==> config.mk <==
export PLATFORM = sky130hd
export DESIGN_NAME = logical_instruction_unit
export DESIGN_NICKNAME = d
export VERILOG_FILES = /design/src/hdl/logic_unit_pkg.sv /design/src/hdl/logical_instruction_unit.sv
export SDC_FILE = /design/constraint.sdc
export NUM_CORES = 1
export LEC_CHECK = 0
export BUFFER_PORTS_ARGS = -buffer_cell sky130_fd_sc_hd__buf_2
export CORE_MARGIN = 5
export CORE_UTILIZATION = 50
export DETAILED_ROUTE_END_ITERATION = 10
export GPL_ROUTABILITY_DRIVEN = 0
export HOLD_SLACK_MARGIN = 0.12
export PLACE_DENSITY = 0.71
export SLEW_MARGIN = 20
export SYNTH_ARGS = -nofsm -noshare
export SYNTH_HDL_FRONTEND = slang
export SYNTH_SLANG_ARGS = --single-unit
==> constraint.sdc <==
create_clock -name clk_sys -period 6.2 [get_ports clk_sys]
set_input_delay 0.93 -clock clk_sys [delete_from_list [all_inputs] [get_ports clk_sys]]
set_output_delay 0.93 -clock clk_sys [all_outputs]
set_load 0.02 [all_outputs]
==> src/hdl/logic_unit_pkg.sv <==
`timescale 1ns/1ns
package logic_unit_pkg;

  // ----------------------------------------
  // Operations
  // ----------------------------------------
  typedef enum logic [3:0] {
    BITWISE_AND_OP = 4'h0,
    BITWISE_OR_OP = 4'h1,
    BITWISE_XOR_OP = 4'h2,
    WORKING_REGISTER_CLEAR_OP = 4'h3,
    WORKING_REGISTER_INVERT_OP = 4'h4,
    ROTATE_LEFT_PLAIN = 4'h5,
    ROTATE_LEFT_CARRY = 4'h6,
    ROTATE_RIGHT_PLAIN = 4'h7,
    ROTATE_RIGHT_CARRY = 4'h8
  } op_t;

  // ----------------------------------------
  // Operand forms
  // ----------------------------------------
  typedef enum logic [4:0] {
    FORM_ACC_BANK = 5'h00,
    FORM_ACC_SDIR = 5'h01,
    FORM_ACC_IND = 5'h02,
    FORM_ACC_IMM = 5'h03,
    FORM_SDIR_ACC = 5'h04,
    FORM_SDIR_IMM = 5'h05,
    FORM_BYTE_BYTE = 5'h06,
    FORM_WORD_WORD = 5'h07,
    FORM_BYTE_IMM = 5'h08,
    FORM_WORD_IMM = 5'h09,
    FORM_BYTE_SDIR = 5'h0A,
    FORM_WORD_SDIR = 5'h0B,
    FORM_BYTE_LDIR = 5'h0C,
    FORM_WORD_LDIR = 5'h0D,
    FORM_BYTE_AT_WORD = 5'h0E,
    FORM_BYTE_AT_DWORD = 5'h0F,
    FORM_ACC_ONLY = 5'h10
  } form_t;

  // Where a direct or memory operand lives
  typedef enum logic [1:0] {
    SPACE_RAM = 2'h0,
    SPACE_PORT = 2'h1,
    SPACE_SFR = 2'h2,
    SPACE_EXT = 2'h3
  } space_t;

  // ----------------------------------------
  // Extra state counts and reset values
  // ----------------------------------------
  localparam logic [5:0] PORT_RD_EXTRA = 6'h01;
  localparam logic [5:0] SFR_RD_EXTRA = 6'h02;
  localparam logic [5:0] PORT_WR_EXTRA = 6'h02;
  localparam logic [5:0] SFR_WR_EXTRA = 6'h03;
  localparam logic [5:0] EXT_FIXED_EXTRA = 6'h02;
  localparam logic [5:0] STATES_RESET = 6'h00;
  localparam logic [2:0] BYTES_RESET = 3'h0;
  localparam logic [15:0] RESULT_RESET = 16'h0000;

  // Packed cost: {bytes bin, bytes src, states bin, states src}
  function automatic logic [11:0] form_cost(input form_t f);
    case (f)
      FORM_ACC_BANK: return {3'h1, 3'h2, 3'h1, 3'h2};
      FORM_ACC_SDIR: return {3'h2, 3'h2, 3'h1, 3'h1};
      FORM_ACC_IND: return {3'h1, 3'h2, 3'h2, 3'h3};
      FORM_ACC_IMM: return {3'h2, 3'h2, 3'h1, 3'h1};
      FORM_SDIR_ACC: return {3'h2, 3'h2, 3'h2, 3'h2};
      FORM_SDIR_IMM: return {3'h3, 3'h3, 3'h3, 3'h3};
      FORM_BYTE_BYTE: return {3'h3, 3'h2, 3'h2, 3'h1};
      FORM_WORD_WORD: return {3'h3, 3'h2, 3'h3, 3'h2};
      FORM_BYTE_IMM: return {3'h4, 3'h3, 3'h3, 3'h2};
      FORM_WORD_IMM: return {3'h5, 3'h4, 3'h4, 3'h3};
      FORM_BYTE_SDIR: return {3'h4, 3'h3, 3'h3, 3'h2};
      FORM_WORD_SDIR: return {3'h4, 3'h3, 3'h4, 3'h3};
      FORM_BYTE_LDIR: return {3'h5, 3'h4, 3'h3, 3'h2};
      FORM_WORD_LDIR: return {3'h5, 3'h4, 3'h4, 3'h3};
      FORM_BYTE_AT_WORD: return {3'h4, 3'h3, 3'h3, 3'h2};
      FORM_BYTE_AT_DWORD: return {3'h4, 3'h3, 3'h4, 3'h3};
      default: return {3'h1, 3'h1, 3'h1, 3'h1};
    endcase
  endfunction : form_cost

  function automatic logic is_word(input form_t f);
    return (f == FORM_WORD_WORD) || (f == FORM_WORD_IMM) ||
           (f == FORM_WORD_SDIR) || (f == FORM_WORD_LDIR);
  endfunction : is_word

endpackage : logic_unit_pkg

// ----------------------------------------
// Result calculation
// ----------------------------------------
module logic_result_calc
  import logic_unit_pkg::*;
(
  // Operation
  input wire op_t op,
  input wire logic word,
  // Operands
  input wire logic [15:0] dst,
  input wire logic [15:0] src,
  input wire logic carry_in,
  // Result
  output wire logic [15:0] res,
  output wire logic carry_out
);
  wire logic [15:0] mask;
  wire logic [15:0] and_v;
  wire logic [15:0] or_v;
  wire logic [15:0] xor_v;
  wire logic [7:0] acc;
  wire logic [15:0] raw;

  assign mask = word ? 16'hFFFF : 16'h00FF;
  assign and_v = dst & src;
  assign or_v = dst | src;
  assign xor_v = dst ^ src;
  assign acc = dst[7:0];
  assign raw =
    (op == BITWISE_AND_OP) ? and_v :
    (op == BITWISE_OR_OP) ? or_v :
    (op == BITWISE_XOR_OP) ? xor_v :
    (op == WORKING_REGISTER_CLEAR_OP) ? 16'h0000 :
    (op == WORKING_REGISTER_INVERT_OP) ? {8'h00, ~acc} :
    (op == ROTATE_LEFT_PLAIN) ? {8'h00, acc[6:0], acc[7]} :
    (op == ROTATE_LEFT_CARRY) ? {8'h00, acc[6:0], carry_in} :
    (op == ROTATE_RIGHT_PLAIN) ? {8'h00, acc[0], acc[7:1]} :
    (op == ROTATE_RIGHT_CARRY) ? {8'h00, carry_in, acc[7:1]} :
    dst;
  assign res = raw & mask;
  assign carry_out =
    (op == ROTATE_LEFT_CARRY) ? acc[7] :
    (op == ROTATE_RIGHT_CARRY) ? acc[0] :
    carry_in;
endmodule : logic_result_calc

==> src/hdl/logical_instruction_unit.sv <==
`timescale 1ns/1ns
module logical_instruction_unit
  import logic_unit_pkg::*;
(
  // Clock and reset
  input wire logic clk_sys,
  input wire logic arst_n,
  // Instruction request
  input wire logic start,
  input wire op_t op,
  input wire form_t form,
  input wire logic source_mode,
  input wire space_t space,
  input wire logic [3:0] wait_states,
  // Operands
  input wire logic [15:0] dst_operand,
  input wire logic [15:0] src_operand,
  input wire logic carry_flag,
  // Status and result
  output logic busy_q,
  output logic done_q,
  output logic [15:0] result_q,
  output logic carry_q,
  output logic [2:0] bytes_q,
  output logic [5:0] states_q
);

  // ----------------------------------------
  // Sequencer states
  // ----------------------------------------
  typedef enum logic [1:0] {
    ST_IDLE = 2'b01,
    ST_RUN = 2'b10
  } seq_t;

  seq_t state_q;
  seq_t state_d;
  op_t op_q;
  logic word_q;
  logic [15:0] dst_q;
  logic [15:0] src_q;
  logic cin_q;
  logic [5:0] cnt_q;
  logic [5:0] cnt_d;

  // ----------------------------------------
  // Cost decode
  // ----------------------------------------
  wire logic [11:0] cost;
  wire logic [2:0] base_bytes;
  wire logic [5:0] base_states;
  wire logic rd_direct;
  wire logic wr_direct;
  wire logic ext_byte;
  wire logic ext_word;
  wire logic [5:0] n_plus2;
  wire logic [5:0] rd_extra;
  wire logic [5:0] wr_extra;
  wire logic [5:0] ext_extra;
  wire logic [5:0] total_states;
  wire logic accept;
  wire logic last;
  wire logic [15:0] calc_res;
  wire logic calc_carry;

  assign cost = form_cost(form);
  assign base_bytes = source_mode ? cost[8:6] : cost[11:9];
  assign base_states = source_mode ?
    {3'h0, cost[2:0]} : {3'h0, cost[5:3]};

  assign rd_direct = (form == FORM_ACC_SDIR) ||
                     (form == FORM_BYTE_SDIR);
  assign wr_direct = (form == FORM_SDIR_ACC) ||
                     (form == FORM_SDIR_IMM);
  // A port or SFR cannot sit in external space, so the sets are apart
  assign ext_byte = (space == SPACE_EXT) &&
                    ((form == FORM_BYTE_LDIR) ||
                     (form == FORM_BYTE_AT_WORD) ||
                     (form == FORM_BYTE_AT_DWORD));
  assign ext_word = (space == SPACE_EXT) && (form == FORM_WORD_LDIR);

  assign n_plus2 = {2'h0, wait_states} + EXT_FIXED_EXTRA;
  assign rd_extra = !rd_direct ? 6'h00 :
    (space == SPACE_PORT) ? PORT_RD_EXTRA :
    (space == SPACE_SFR) ? SFR_RD_EXTRA : 6'h00;
  assign wr_extra = !wr_direct ? 6'h00 :
    (space == SPACE_PORT) ? PORT_WR_EXTRA :
    (space == SPACE_SFR) ? SFR_WR_EXTRA : 6'h00;
  assign ext_extra = ext_word ? {n_plus2[4:0], 1'b0} :
    ext_byte ? n_plus2 : 6'h00;
  assign total_states = base_states + rd_extra + wr_extra + ext_extra;

  // ----------------------------------------
  // Sequencing
  // ----------------------------------------
  // Requests arriving while busy are dropped, not queued
  assign accept = start && (state_q == ST_IDLE);
  assign last = (state_q == ST_RUN) && (cnt_q == 6'h00);

  always_comb
  begin
    state_d = state_q;
    cnt_d = cnt_q;
    case (state_q)
      ST_IDLE:
      begin
        if (accept)
        begin
          state_d = ST_RUN;
          cnt_d = total_states - 6'h01;
        end
      end
      ST_RUN:
      begin
        if (last)
          state_d = ST_IDLE;
        else
          cnt_d = cnt_q - 6'h01;
      end
      default:
      begin
        state_d = ST_IDLE;
        cnt_d = 6'h00;
      end
    endcase
  end

  always_ff @(posedge clk_sys or negedge arst_n)
  begin
    if (!arst_n)
    begin
      state_q <= ST_IDLE;
      cnt_q <= 6'h00;
    end
    else
    begin
      state_q <= state_d;
      cnt_q <= cnt_d;
    end
  end

  // ----------------------------------------
  // Operand capture
  // ----------------------------------------
  always_ff @(posedge clk_sys or negedge arst_n)
  begin
    if (!arst_n)
    begin
      op_q <= BITWISE_AND_OP;
      word_q <= 1'b0;
      dst_q <= RESULT_RESET;
      src_q <= RESULT_RESET;
      cin_q <= 1'b0;
    end
    else if (accept)
    begin
      op_q <= op;
      word_q <= is_word(form);
      dst_q <= dst_operand;
      src_q <= src_operand;
      cin_q <= carry_flag;
    end
  end

  logic_result_calc logic_result_calc_inst (
    .op(op_q),
    .word(word_q),
    .dst(dst_q),
    .src(src_q),
    .carry_in(cin_q),
    .res(calc_res),
    .carry_out(calc_carry)
  );

  // ----------------------------------------
  // Outputs
  // ----------------------------------------
  always_ff @(posedge clk_sys or negedge arst_n)
  begin
    if (!arst_n)
    begin
      busy_q <= 1'b0;
      done_q <= 1'b0;
      bytes_q <= BYTES_RESET;
      states_q <= STATES_RESET;
    end
    else
    begin
      busy_q <= accept || (busy_q && !last);
      done_q <= last;
      if (accept)
      begin
        bytes_q <= base_bytes;
        states_q <= total_states;
      end
    end
  end

  // Result moves only at the end so it never shows half an instruction
  always_ff @(posedge clk_sys or negedge arst_n)
  begin
    if (!arst_n)
    begin
      result_q <= RESULT_RESET;
      carry_q <= 1'b0;
    end
    else if (last)
    begin
      result_q <= calc_res;
      carry_q <= calc_carry;
    end
  end

  // ----------------------------------------
  // Checks
  // ----------------------------------------
  logic [5:0] run_len_q;

  always_ff @(posedge clk_sys or negedge arst_n)
  begin
    if (!arst_n)
      run_len_q <= 6'h00;
    else if (accept)
      run_len_q <= 6'h01;
    else if (busy_q && !last)
      run_len_q <= run_len_q + 6'h01;
  end
endmodule : logical_instruction_unit

# Word level (Yosys, flattened, before mapping)
# Memories as Yosys holds them, arrays and structs flattened.
# Cells that the tools add are included.
# totals
inputBits	52
output_inout_bits	28
word_cells	99
mem_count	1
rom_bits	176
ff_bits	74
# classes
bitwise_logic	5
eq_ne	27
add_sub_neg	6
reduce_logical	18
mux	29
# memory_table
name	words	width	read_ports	rd_clocked_by_memory_dff	write_ports	line	rtl
(name not given)	16	11	1	0	0	logic_unit_pkg.sv:64	case (f)
# op_table
cell	n
2-to-1 mux 16 bit	10
equality test 5 x 4 -> 1 bit (second input constant)	7
bitwise AND 16 bit	2
2-to-1 mux 6 bit	3
equality test 4 x 3 -> 1 bit (second input constant)	4
2-to-1 mux 2 bit	8
OR 16 bit	1
XOR 16 bit	1
equality test 5 x 3 -> 1 bit (second input constant)	3
2-to-1 mux 12 bit	1
one-hot mux 6 bit (2 select lines)	1
subtractor 6 x 1 -> 6 bit (second input constant)	2
equality test 4 x 2 -> 1 bit (second input constant)	2
logical OR 1 bit	8
NOT 8 bit	1
adder 5 x 6 -> 6 bit	1
equality test 2 bit (second input constant)	3
logical NOT 6 bit	1
2-to-1 mux 3 bit	2
inequality test 2 bit (second input constant)	3
adder 4 x 2 -> 5 bit	1
adder 4 x 2 -> 5 bit (second input constant)	1
equality test 5 x 1 -> 1 bit (second input constant)	1
logical AND 1 bit	5
10 further kinds	13

# Logic depth before layout (Yosys ltp)
# Gate-level depths: netlist (run 1).
# logic_depth
depth_word	11
ltp_mapped	16

# Cells and area by module
# From an unflattened synthesis (run 1), not the netlist that was laid out.
# unflattened
cells_unflattened	585
area_unflattened_um2	5302.6
# by_module_without_submodules
mod	seq_area_each_um2	area_per_inst_um2	cells_per_inst	instances
logical_instruction_unit	1853.0	3763.6	347	1
logic_result_calc	0.0	1539.0	238	1

# Worst setup path after synthesis (run 1)
# OpenSTA, ideal clock, no wires.
# synth_timing
path_kind	in2reg
start	in form[0]
end	reg cnt_q[3]
path_buffers	0
slack_ps	1849
path_stages	15
t_arrival_ps	4225
required_time_ps	6074
path_cell_list	inv_1 ha_1 inv_1 mux4_2 nor2_1 a311oi_1 fa_1 inv_1 fa_1 ha_1 fa_1 nor3_1 xor2_1 nor2_1 a221o_1
# synth_via
elab_chain_len	10
# synth_lines
element	line	rtl
start: declaration	logical_instruction_unit.sv:11	input wire form_t form,
parallel branches: the longest is 6 deep, another holds memory (16 x 11 bit)	-	
adder 5 x 6 -> 6 bit *	logical_instruction_unit.sv:91	assign total_states = base_states + rd_extra + wr_extra + ext_extra;
named net total_states[2]	logical_instruction_unit.sv:60	wire logic [5:0] total_states;
subtractor 6 x 1 -> 6 bit *	logical_instruction_unit.sv:110	cnt_d = total_states - 6'h01;
2-to-1 mux 6 bit *	logical_instruction_unit.sv:107	if (accept)
one-hot mux 6 bit (2 select lines) *	logical_instruction_unit.sv:104	case (state_q)
end signal: assignment	logical_instruction_unit.sv:138	cnt_q <= cnt_d;
end: declaration	logical_instruction_unit.sv:43	logic [5:0] cnt_q;
# Mark *: on every way through the listed nets, which the timed path passes. The select of a mux whose other input is x is not followed.
# A chain may end at the register's enable or synchronous reset.

# Final worst setup path (run 1)
# layout_timing
start	in form[0]
end	reg cnt_q[4]
# layout_via
elab_chain_len	10
# layout_lines
element	line
parallel branches: the longest is 6 deep, another holds memory (16 x 11 bit)	-
adder 5 x 6 -> 6 bit *	logical_instruction_unit.sv:91
subtractor 6 x 1 -> 6 bit *	logical_instruction_unit.sv:110
2-to-1 mux 6 bit *	logical_instruction_unit.sv:107
one-hot mux 6 bit (2 select lines) *	logical_instruction_unit.sv:104
# Mark *: on every way between the ends. The select of a mux whose other input is x is not followed.

==> results of run 1 <==
sequential cells by signal, indices dropped and copies added, names as in the netlist:
register  cells
word_q        1
op_q          4
states_q      6
result_q     16
cin_q         1
done_q        1
cnt_q         6
state_q       2
dst_q        16
busy_q        1
src_q        16
bytes_q       3
carry_q       1
power by group through the flow:
stage                     Combinational [mW]  Sequential (mW)  Clock, mW
final                                   1.56            0.949      0.443
after global routing                    1.75            0.985      0.467
after CTS                               1.57            0.944      0.446
after detailed placement                1.55            0.951          0
after global placement                  1.49            0.939          0
after floorplan                         1.21            0.918          0
cells by family (layout without fill, tap and decap cells):
group | Yosys count | after routing | share of synthesized area (%)
AO/OA/AOI/OAI | 173 | 173 | 21.1
XOR/XNOR | 6 | 6 | 0.979
adder cells (fa/ha/maj) | 56 | 56 | 13.6
buffers and inverters | 91 | 151 | 6.90
flip-flops | 74 | 74 | 34.5
multiplexers | 47 | 47 | 10.2
AND/OR/NAND/NOR | 139 | 139 | 12.7
synthesized netlist by cell type, drive strengths merged, types with 5 or more instances:
cell type,number,area [sq um]
o22ai,7,50.1
nand3,5,25.0
a32oi,11,96.3
a21o,8,60.1
nand2,50,188
a21oi,40,200
dfrtp,73,1830
nor3,11,60.1
a2bb2oi,8,70.1
clkbuf,21,78.8
ha,51,638
o22a,8,70.1
o21ai,52,260
nor2b,8,50.1
buf,18,96.4
inv,52,195
a221oi,5,43.8
mux2,41,462
nor2,32,123
nand2b,6,37.5
worst max-delay path, delay by kind of cell:
kind	cells	cell delay [ns]
xor+xnor	1	0.36
simple gates	2	0.24
compound gates	4	0.54
fa+ha+maj	5	1.80
buf+inv	4	0.34
mux	1	0.47
how the worst max path moves through the flow:
stage                       start        to  slack (ns)  depth (start not counted)
final                     form[0]  cnt_q[4]        1.81                         17
after global routing      form[0]  cnt_q[4]        1.61                         17
after CTS                 form[0]  cnt_q[4]        1.84                         17
after detailed placement  form[0]  cnt_q[3]        1.44                         16
after global placement    form[0]  cnt_q[3]        1.57                         16
after floorplan           form[0]  cnt_q[3]        1.85                         15
per-layer routing:
| metal | wire length, um | part of all wire [%] | up-vias | track usage (%) |
|---|---|---|---|---|
| met5 | 13 | 0.10 | - | 0 |
| met4 | 185 | 1.4 | 2 | 6.65 |
| met3 | 863 | 6.7 | 21 | 5.62 |
| met2 | 6320 | 49 | 123 | 35.6 |
| met1 | 5560 | 43 | 2183 | 24.9 |
| li1 | - | - | 2196 | - |
final cells by class:
class / instances / area (sq um)
Sequential cell: 74 / 1850
Tap cell: 136 / 170
Clock inverter: 4 / 73.8
Inverter: 52 / 195
Multi-Input combinational cell: 421 / 3150
Clock buffer: 12 / 155
Timing Repair Buffer: 83 / 428
Fill cell: 913 / 4390
per-stage QoR:
stage          area, sq um  std cells  setup WS [ns]  power, mW  hold slack (ns)
5_1_grt               6030        782           1.61       3.21            0.516
3_5_place_dp          5800        766           1.44       2.50            0.465
4_1_cts               6030        782           1.84       2.96            0.488
3_3_place_gp          5790        766           1.57       2.43            0.456
2_1_floorplan         5370        586           1.85       2.13            0.473
6_report              6030        782           1.81       2.95            0.488
==> results.txt, run 1 <==
Pwr dens: 490 nW/um^2
Num CTS Buffers: 9
Cell Area, Synth: 5370 sq um
Routed len/inst: 16.5 um
Die area: 12900 sq um
Combinational Power Share: 52.8%
Grt ovf: 0
CTS tree: done
Worst Hold Depth: 2
Pins Over Slew Limit: 0
TritonCTS Sinks: 74
Die Wd: 114 um
Total number of vias: 4525
Clock power frac: 15.0%
Fin crit share: 70.8%
Switch share: 44.6%
Syn_area_per_cell: 9.16 sq um
Dominant synthesized flop cell: dfrtp_1
Core box area: 10400 sq um
Seq cells post-synth: 74
Max Cap Viol: 0
Static leakage: 2.90 nW
Actual slew at the worst max-slew pin: 0.932 ns
Maximum VDD drop: 0.000208 V
Synth async-reset ratio: 100%
Worst slew margin: 37.8%
Int Pwr: 1.64 mW
Max Clk Rate: 0.228 GHz
Slowest stage delay, CP: 0.47 ns
Via density per instance: 5.79
DRC: 0
Hold wc startpoint: bytes_q[0]
Reg2reg path depth: 7
WP data required: 6.49 ns
Syn Inst Count: 586
CP Max Fanout: 5
First-pass GRT wire length: 21.7 mm
Worst-path clk slew: 0.08 ns
Final setup vio count: 0
Register share of total power: 32.2%
Starting density of the core: 51.5%
Endpoint class of the critical path: flop
Post-CTS Setup Bufs: 0
Most frequent cells in the layout: buf_2, dfrtp_1, ha_1
Clk_skew: 0.0136 ns
Vias in the first global route: 4650
Initial antenna violation count: 1
Sequential share of the synthesized area: 34.5%
Gr usage total: 20.6%
Antenna Nets Post-Route: 0
Worst hold endpoint: bytes_q[0]
Critical path cell sequence: buf_2, inv_1, ha_1, inv_1, mux4_2, nor2_1, a311oi_1, fa_1, inv_1, fa_1, ha_1, fa_1, xnor2_1, nand3b_1, o21ai_0, a32oi_1, o211ai_1
# port buffers: 79
Minimum clock period: 4.39 ns
Fin util: 57.9%
Worst setup path category: input pin to flop
Clk Tree Root Cell: clkbuf_8
FP Rows: 37
RSZ-0062 raised after global routing: no
Layout cells sized above 1: 23.8%
R2R Setup Slk: 3.21 ns
Slowest cell on the critical path: mux4_2
ANT cells: 0
Psw: 1.32 mW
Synth cell types: 69
Worst-Skew Late Latency: 0.37 ns
Hold WC Path Type: flop to flop
Final hold vios: 0
Largest net degree at the start of global routing: 75
Ports: 80
Routed wire length: 12.9 mm
Syn nets: 693
Nets@finish: 748
EDFF count, synth: 0
Post-cts resize count: 0
Outcome: finished, final reports clean
Final TNS setup: 0 ns
Clk buf depth: 2
Warnings, synthesis: 0
Critical path launch point type: input pin
RR Endpoint: cnt_q[3]
TritonRoute pass-1 iters: 5
WP data arrival: 4.68 ns
Post-CTS Hold Buffers: 0
Vert. Die Dim: 114 um
Area grow syn2layout: 12.3%
Iter 0 DRT Violations: 201
Worst flop-to-flop path startpoint: state_q[0]
H-tree levels: 3
HPWL after DPL: 9.05 mm
Commonest non-fill, non-tap cell in the layout: buf_2
No activity file was read; power rests on OpenSTA's default activity.
==> inputs of run 2 (changes only) <==
- clock period: 6.2 -> 4.1 ns (I/O delays scaled with it)
==> results.txt, run 2 (synthesis results as in run 1) <==
Outcome: finished, final reports clean
Critical path launch point type: input pin
Final setup vio count: 0 (unchanged)
R2R Setup Slk: 1.58 ns (-1.63 ns)
Pins Over Slew Limit: 0 (unchanged)
Worst flop-to-flop path startpoint: state_q[0]
Actual slew at the worst max-slew pin: 0.903 ns (-0.0293 ns)
RR Endpoint: cnt_q[3]
Clk Tree Root Cell: clkbuf_8
Nets@finish: 760 (+1.6%)
Total number of vias: 4507 (-0.40%)
Vert. Die Dim: 114 um (unchanged)
Routed len/inst: 15.6 um (-5.8%)
Num CTS Buffers: 9 (unchanged)
Pwr dens: 715 nW/um^2 (+46%)
Most frequent cells in the layout: buf_2, dfrtp_1, ha_1
Largest net degree at the start of global routing: 75 (unchanged)
Worst-path clk slew: 0.08 ns (about the same)
Reg2reg path depth: 8 (+1)
Routed wire length: 12.4 mm (-4.4%)
First-pass GRT wire length: 21.2 mm (-2.3%)
HPWL after DPL: 8.94 mm (-1.2%)
TritonCTS Sinks: 74 (unchanged)
Minimum clock period: 3.91 ns
DRC: 0 (unchanged)
Post-CTS Setup Bufs: 0 (unchanged)
Hold WC Path Type: input pin to async pin
Clk buf depth: 2 (unchanged)
FP Rows: 37 (unchanged)
Worst slew margin: 39.8% (+2.0 points)
Area grow syn2layout: 13.5%
Max Clk Rate: 0.256 GHz
Final hold vios: 0 (unchanged)
Worst setup path category: input pin to flop
Via density per instance: 5.68 (-1.9%)
Layout cells sized above 1: 25.5% (+1.7 points)
# port buffers: 79 (unchanged)
H-tree levels: 3 (unchanged)
Clk_skew: 0.0149 ns (+0.00130 ns)
Gr usage total: 19.8% (-0.79 points)
Vias in the first global route: 4544 (-2.3%)
Fill count: 928 (+1.6%)
Final TNS setup: 0 ns (unchanged)
ANT cells: 0 (unchanged)
Grt ovf: 0 (unchanged)
Fin util: 58.5% (+0.61 points)
Ports: 80 (unchanged)
WP data arrival: 4.18 ns (-0.50 ns)
Sequential cell area: 1850 sq um (unchanged)
Fin crit share: 95.4%
Max Cap Viol: 0 (unchanged)
Core box area: 10400 sq um (unchanged)
Endpoint class of the critical path: flop
Static leakage: 2.94 nW (+1.5%)
Multi-input gate area: 3150 sq um (unchanged)
Top Registers: dst_q: 16 flops, result_q: 16 flops, src_q: 16 flops
Die Wd: 114 um (unchanged)
Commonest non-fill, non-tap cell in the layout: buf_2
TritonRoute pass-1 iters: 4 (-1)
CTS tree: done
WP data required: 4.37 ns (-2.12 ns)
Die area: 12900 sq um (unchanged)
Initial antenna violation count: 1 (unchanged)
Iter 0 DRT Violations: 222 (+10%)
Maximum VDD drop: 0.000276 V (+33%)
Starting density of the core: 51.5% (unchanged)
Antenna Nets Post-Route: 0 (unchanged)
CP Max Fanout: 4 (-1)
Worst-Skew Late Latency: 0.35 ns (-0.02 ns)
RSZ-0062 raised after global routing: no
-- run 2: cell type report --
cell class	instances	area share (%)
multi-input cells	421	51.7
flip-flops and latches	74	30.4
repair buffers	95	8.50
inverters	52	3.20
well taps	136	2.79
clock buffers	10	2.26
clock inverters	6	1.07
-- run 2: critical path: stages --
cell      delay (ns)
buf_2           0.11
inv_1           0.06
ha_1            0.26
inv_1           0.04
mux4_2          0.46
nor2_1          0.11
a311oi_1        0.08
fa_1            0.43
inv_1           0.08
fa_1            0.42
ha_1            0.23
fa_1            0.41
xnor2_1         0.15
buf_4           0.15
nand3b_1        0.09
inv_1           0.05
or3_1           0.35
o211ai_1        0.08
-- run 2: worst max-delay path by stage --
stage          endpoint  depth (start not counted)  startpoint
6_report       cnt_q[4]                         18     form[1]
5_1_grt        cnt_q[4]                         18     form[1]
4_1_cts        cnt_q[3]                         16     form[1]
3_5_place_dp   cnt_q[3]                         16     form[1]
3_3_place_gp   cnt_q[3]                         16     form[1]
2_1_floorplan  cnt_q[3]                         15     form[0]
-- run 2: what timing repair did --
item | 4_1_cts | 5_1_grt
resized for setup | 0 | 2
endpoints found under the setup margin | 0 | 2
hold buffers | 0 | 0
-- run 2: metrics by stage --
| step | area [sq um] | hold WS [ns] | setup slack (ns) | cells | power, mW |
|---|---|---|---|---|---|
| finish | 6090 | 0.393 | 0.190 | 794 | 4.36 |
| global route | 6090 | 0.476 | 0.0188 | 794 | 4.77 |
| floorplan | 5370 | 0.319 | 0.0635 | 586 | 3.22 |
| detailed placement | 5880 | 0.456 | -0.205 | 778 | 3.78 |
| global placement | 5880 | 0.458 | -0.107 | 778 | 3.69 |
| CTS | 6090 | 0.427 | 0.189 | 794 | 4.38 |
-- run 2: where the power goes --
group | internal, mW | total [mW] | leakage (nW) | switching (mW)
Sequential | 1.05 | 1.45 | 0.913 | 0.404
Combinational | 1.06 | 2.32 | 1.93 | 1.26
Clock | 0.299 | 0.582 | 0.103 | 0.283
Total | 2.41 | 4.36 | 2.94 | 1.95
-- run 2: metal layers --
| metal | global-route usage (%) | wire [um] | vias up |
|---|---|---|---|
| met5 | 0 | 7 | - |
| met4 | 6.33 | 171 | 2 |
| met3 | 4.62 | 843 | 18 |
| met2 | 33.5 | 5880 | 142 |
| met1 | 25.1 | 5480 | 2120 |
| li1 | - | - | 2225 |
==> inputs of run 3 (changes only) <==
- clock period: 4.1 -> 5.02 ns (I/O delays scaled with it)
==> results.txt, run 3 (synthesis results as in run 1) <==
Post-CTS Setup Bufs: 0 (unchanged)
Dpl ws: 0.436 ns (+0.641 ns)
Gr usage total: 20.5% (+0.72 points)
Final setup vio count: 0 (unchanged)
Via density per instance: 5.82 (+2.5%)
Minimum clock period: 4.22 ns
HPWL after DPL: 9.09 mm (+1.6%)
Iter 0 DRT Violations: 213 (-4.1%)
Design area: 6070 sq um (-0.41%)
Post-CTS Hold Buffers: 0 (unchanged)
Vias in the first global route: 4574 (+0.66%)
Die area: 12900 sq um (unchanged)
Actual slew at the worst max-slew pin: 0.932 ns (+0.0289 ns)
Initial antenna violation count: 2 (+1)
Vert. Die Dim: 114 um (unchanged)
H-tree levels: 3 (unchanged)
Max Clk Rate: 0.237 GHz
Starting density of the core: 51.5% (unchanged)
Hold WC Path Type: flop to flop
Max Cap Viol: 0 (unchanged)
Clk_skew: 0.00830 ns (-0.00663 ns)
Final hold vios: 0 (unchanged)
Commonest non-fill, non-tap cell in the layout: buf_2
Grt ovf: 0 (unchanged)
Pins Over Slew Limit: 0 (unchanged)
Num CTS Buffers: 9 (unchanged)
Routed wire length: 12.9 mm (+4.4%)
Most frequent cells in the layout: buf_2, dfrtp_1, ha_1
Fin util: 58.2% (-0.24 points)
Outcome: finished, final reports clean
Worst-Skew Late Latency: 0.36 ns (about the same)
FP Rows: 37 (unchanged)
Endpoint class of the critical path: flop
Final TNS setup: 0 ns (unchanged)
TritonCTS Sinks: 74 (unchanged)
Core box area: 10400 sq um (unchanged)
Worst setup path category: input pin to flop
Static leakage: 2.91 nW (-1.0%)
# port buffers: 79 (unchanged)
TritonRoute pass-1 iters: 4 (unchanged)
Clk Tree Root Cell: clkbuf_8
Clk buf depth: 2 (unchanged)
Ports: 80 (unchanged)
Total number of vias: 4556 (+1.1%)
Antenna Nets Post-Route: 0 (unchanged)
Critical path launch point type: input pin
Fin crit share: 84.0%
WP data required: 5.31 ns (+0.94 ns)
Post-cts resize count: 0 (unchanged)
RSZ-0062 raised after global routing: no
Routed len/inst: 16.5 um (+5.9%)
WP data arrival: 4.50 ns (+0.32 ns)
Nets@finish: 748 (-1.6%)
First-pass GRT wire length: 21.6 mm (+1.9%)
Largest net degree at the start of global routing: 75 (unchanged)
CTS tree: done
CP Max Fanout: 5 (+1)
Worst slew margin: 37.9% (-1.9 points)
Layout cells sized above 1: 24.0% (-1.5 points)
DRC: 0 (unchanged)
Pwr dens: 611 nW/um^2 (-15%)
Area after DPL: 5800 sq um (-1.4%)
Top Registers: dst_q: 16 flops, result_q: 16 flops, src_q: 16 flops
Worst-path clk slew: 0.08 ns (about the same)
Area grow syn2layout: 13.0%
Die Wd: 114 um (unchanged)
Slack of the critical path: 0.804 ns (+0.614 ns)
Maximum VDD drop: 0.000257 V (-7.0%)
==> run 3: final cells by class <==
type / count / area, sq um
diodes: 1 / 2.50
inverters: 52 / 195
clock buffers: 9 / 124
fillers: 916 / 4350
multi-input cells: 421 / 3150
repair buffers: 83 / 428
clock inverters: 7 / 141
well taps: 136 / 170
flip-flops and latches: 74 / 1850
==> run 3: path summary, 6_finish.rpt <==
check                            startpoint          end  slack, ns  depth (start not counted)
worst max-delay path                form[0]     cnt_q[4]       0.80                         17
worst min-delay path            result_q[6]  result_q[6]       0.48                          2
worst max register to register   state_q[0]     cnt_q[3]       2.01                          7
worst min register to register  result_q[6]  result_q[6]       0.48                          2
max in group asynchronous            arst_n      op_q[2]       3.83                          1
min in group asynchronous            arst_n       done_q       0.51                          1
==> run 3: metal layers <==
layer	GRT usage, %	up-vias	wire [um]
li1	-	2201	-
met1	24.9	2195	5460
met2	35.6	144	6350
met3	6.15	14	953
met4	5.29	2	158
met5	0	-	7
==> run 3: power by group <==
group / internal, mW / switching (mW)
clock network: 0.380 / 0.232
registers: 0.856 / 0.316
logic: 0.855 / 1.06
==> run 3: worst max-delay path: stages <==
cell      delay, ns
buf_2          0.13
inv_1          0.09
ha_1           0.29
inv_1          0.04
mux4_2         0.46
nor2_1         0.11
a311oi_1       0.08
fa_1           0.44
inv_1          0.08
fa_1           0.42
ha_1           0.25
fa_1           0.40
xnor2_1        0.36
nand3b_1       0.14
o21ai_0        0.18
a32oi_1        0.12
o211ai_1       0.16
==> run 3: per-stage QoR <==
| stage | std cells | power (mW) | hold slack [ns] |
|---|---|---|---|
| final | 783 | 3.70 | 0.477 |
| after global routing | 783 | 4.03 | 0.514 |
| after CTS | 782 | 3.72 | 0.488 |
| after detailed placement | 766 | 3.09 | 0.462 |
| after global placement | 766 | 3.00 | 0.456 |
| after floorplan | 586 | 2.63 | 0.457 |
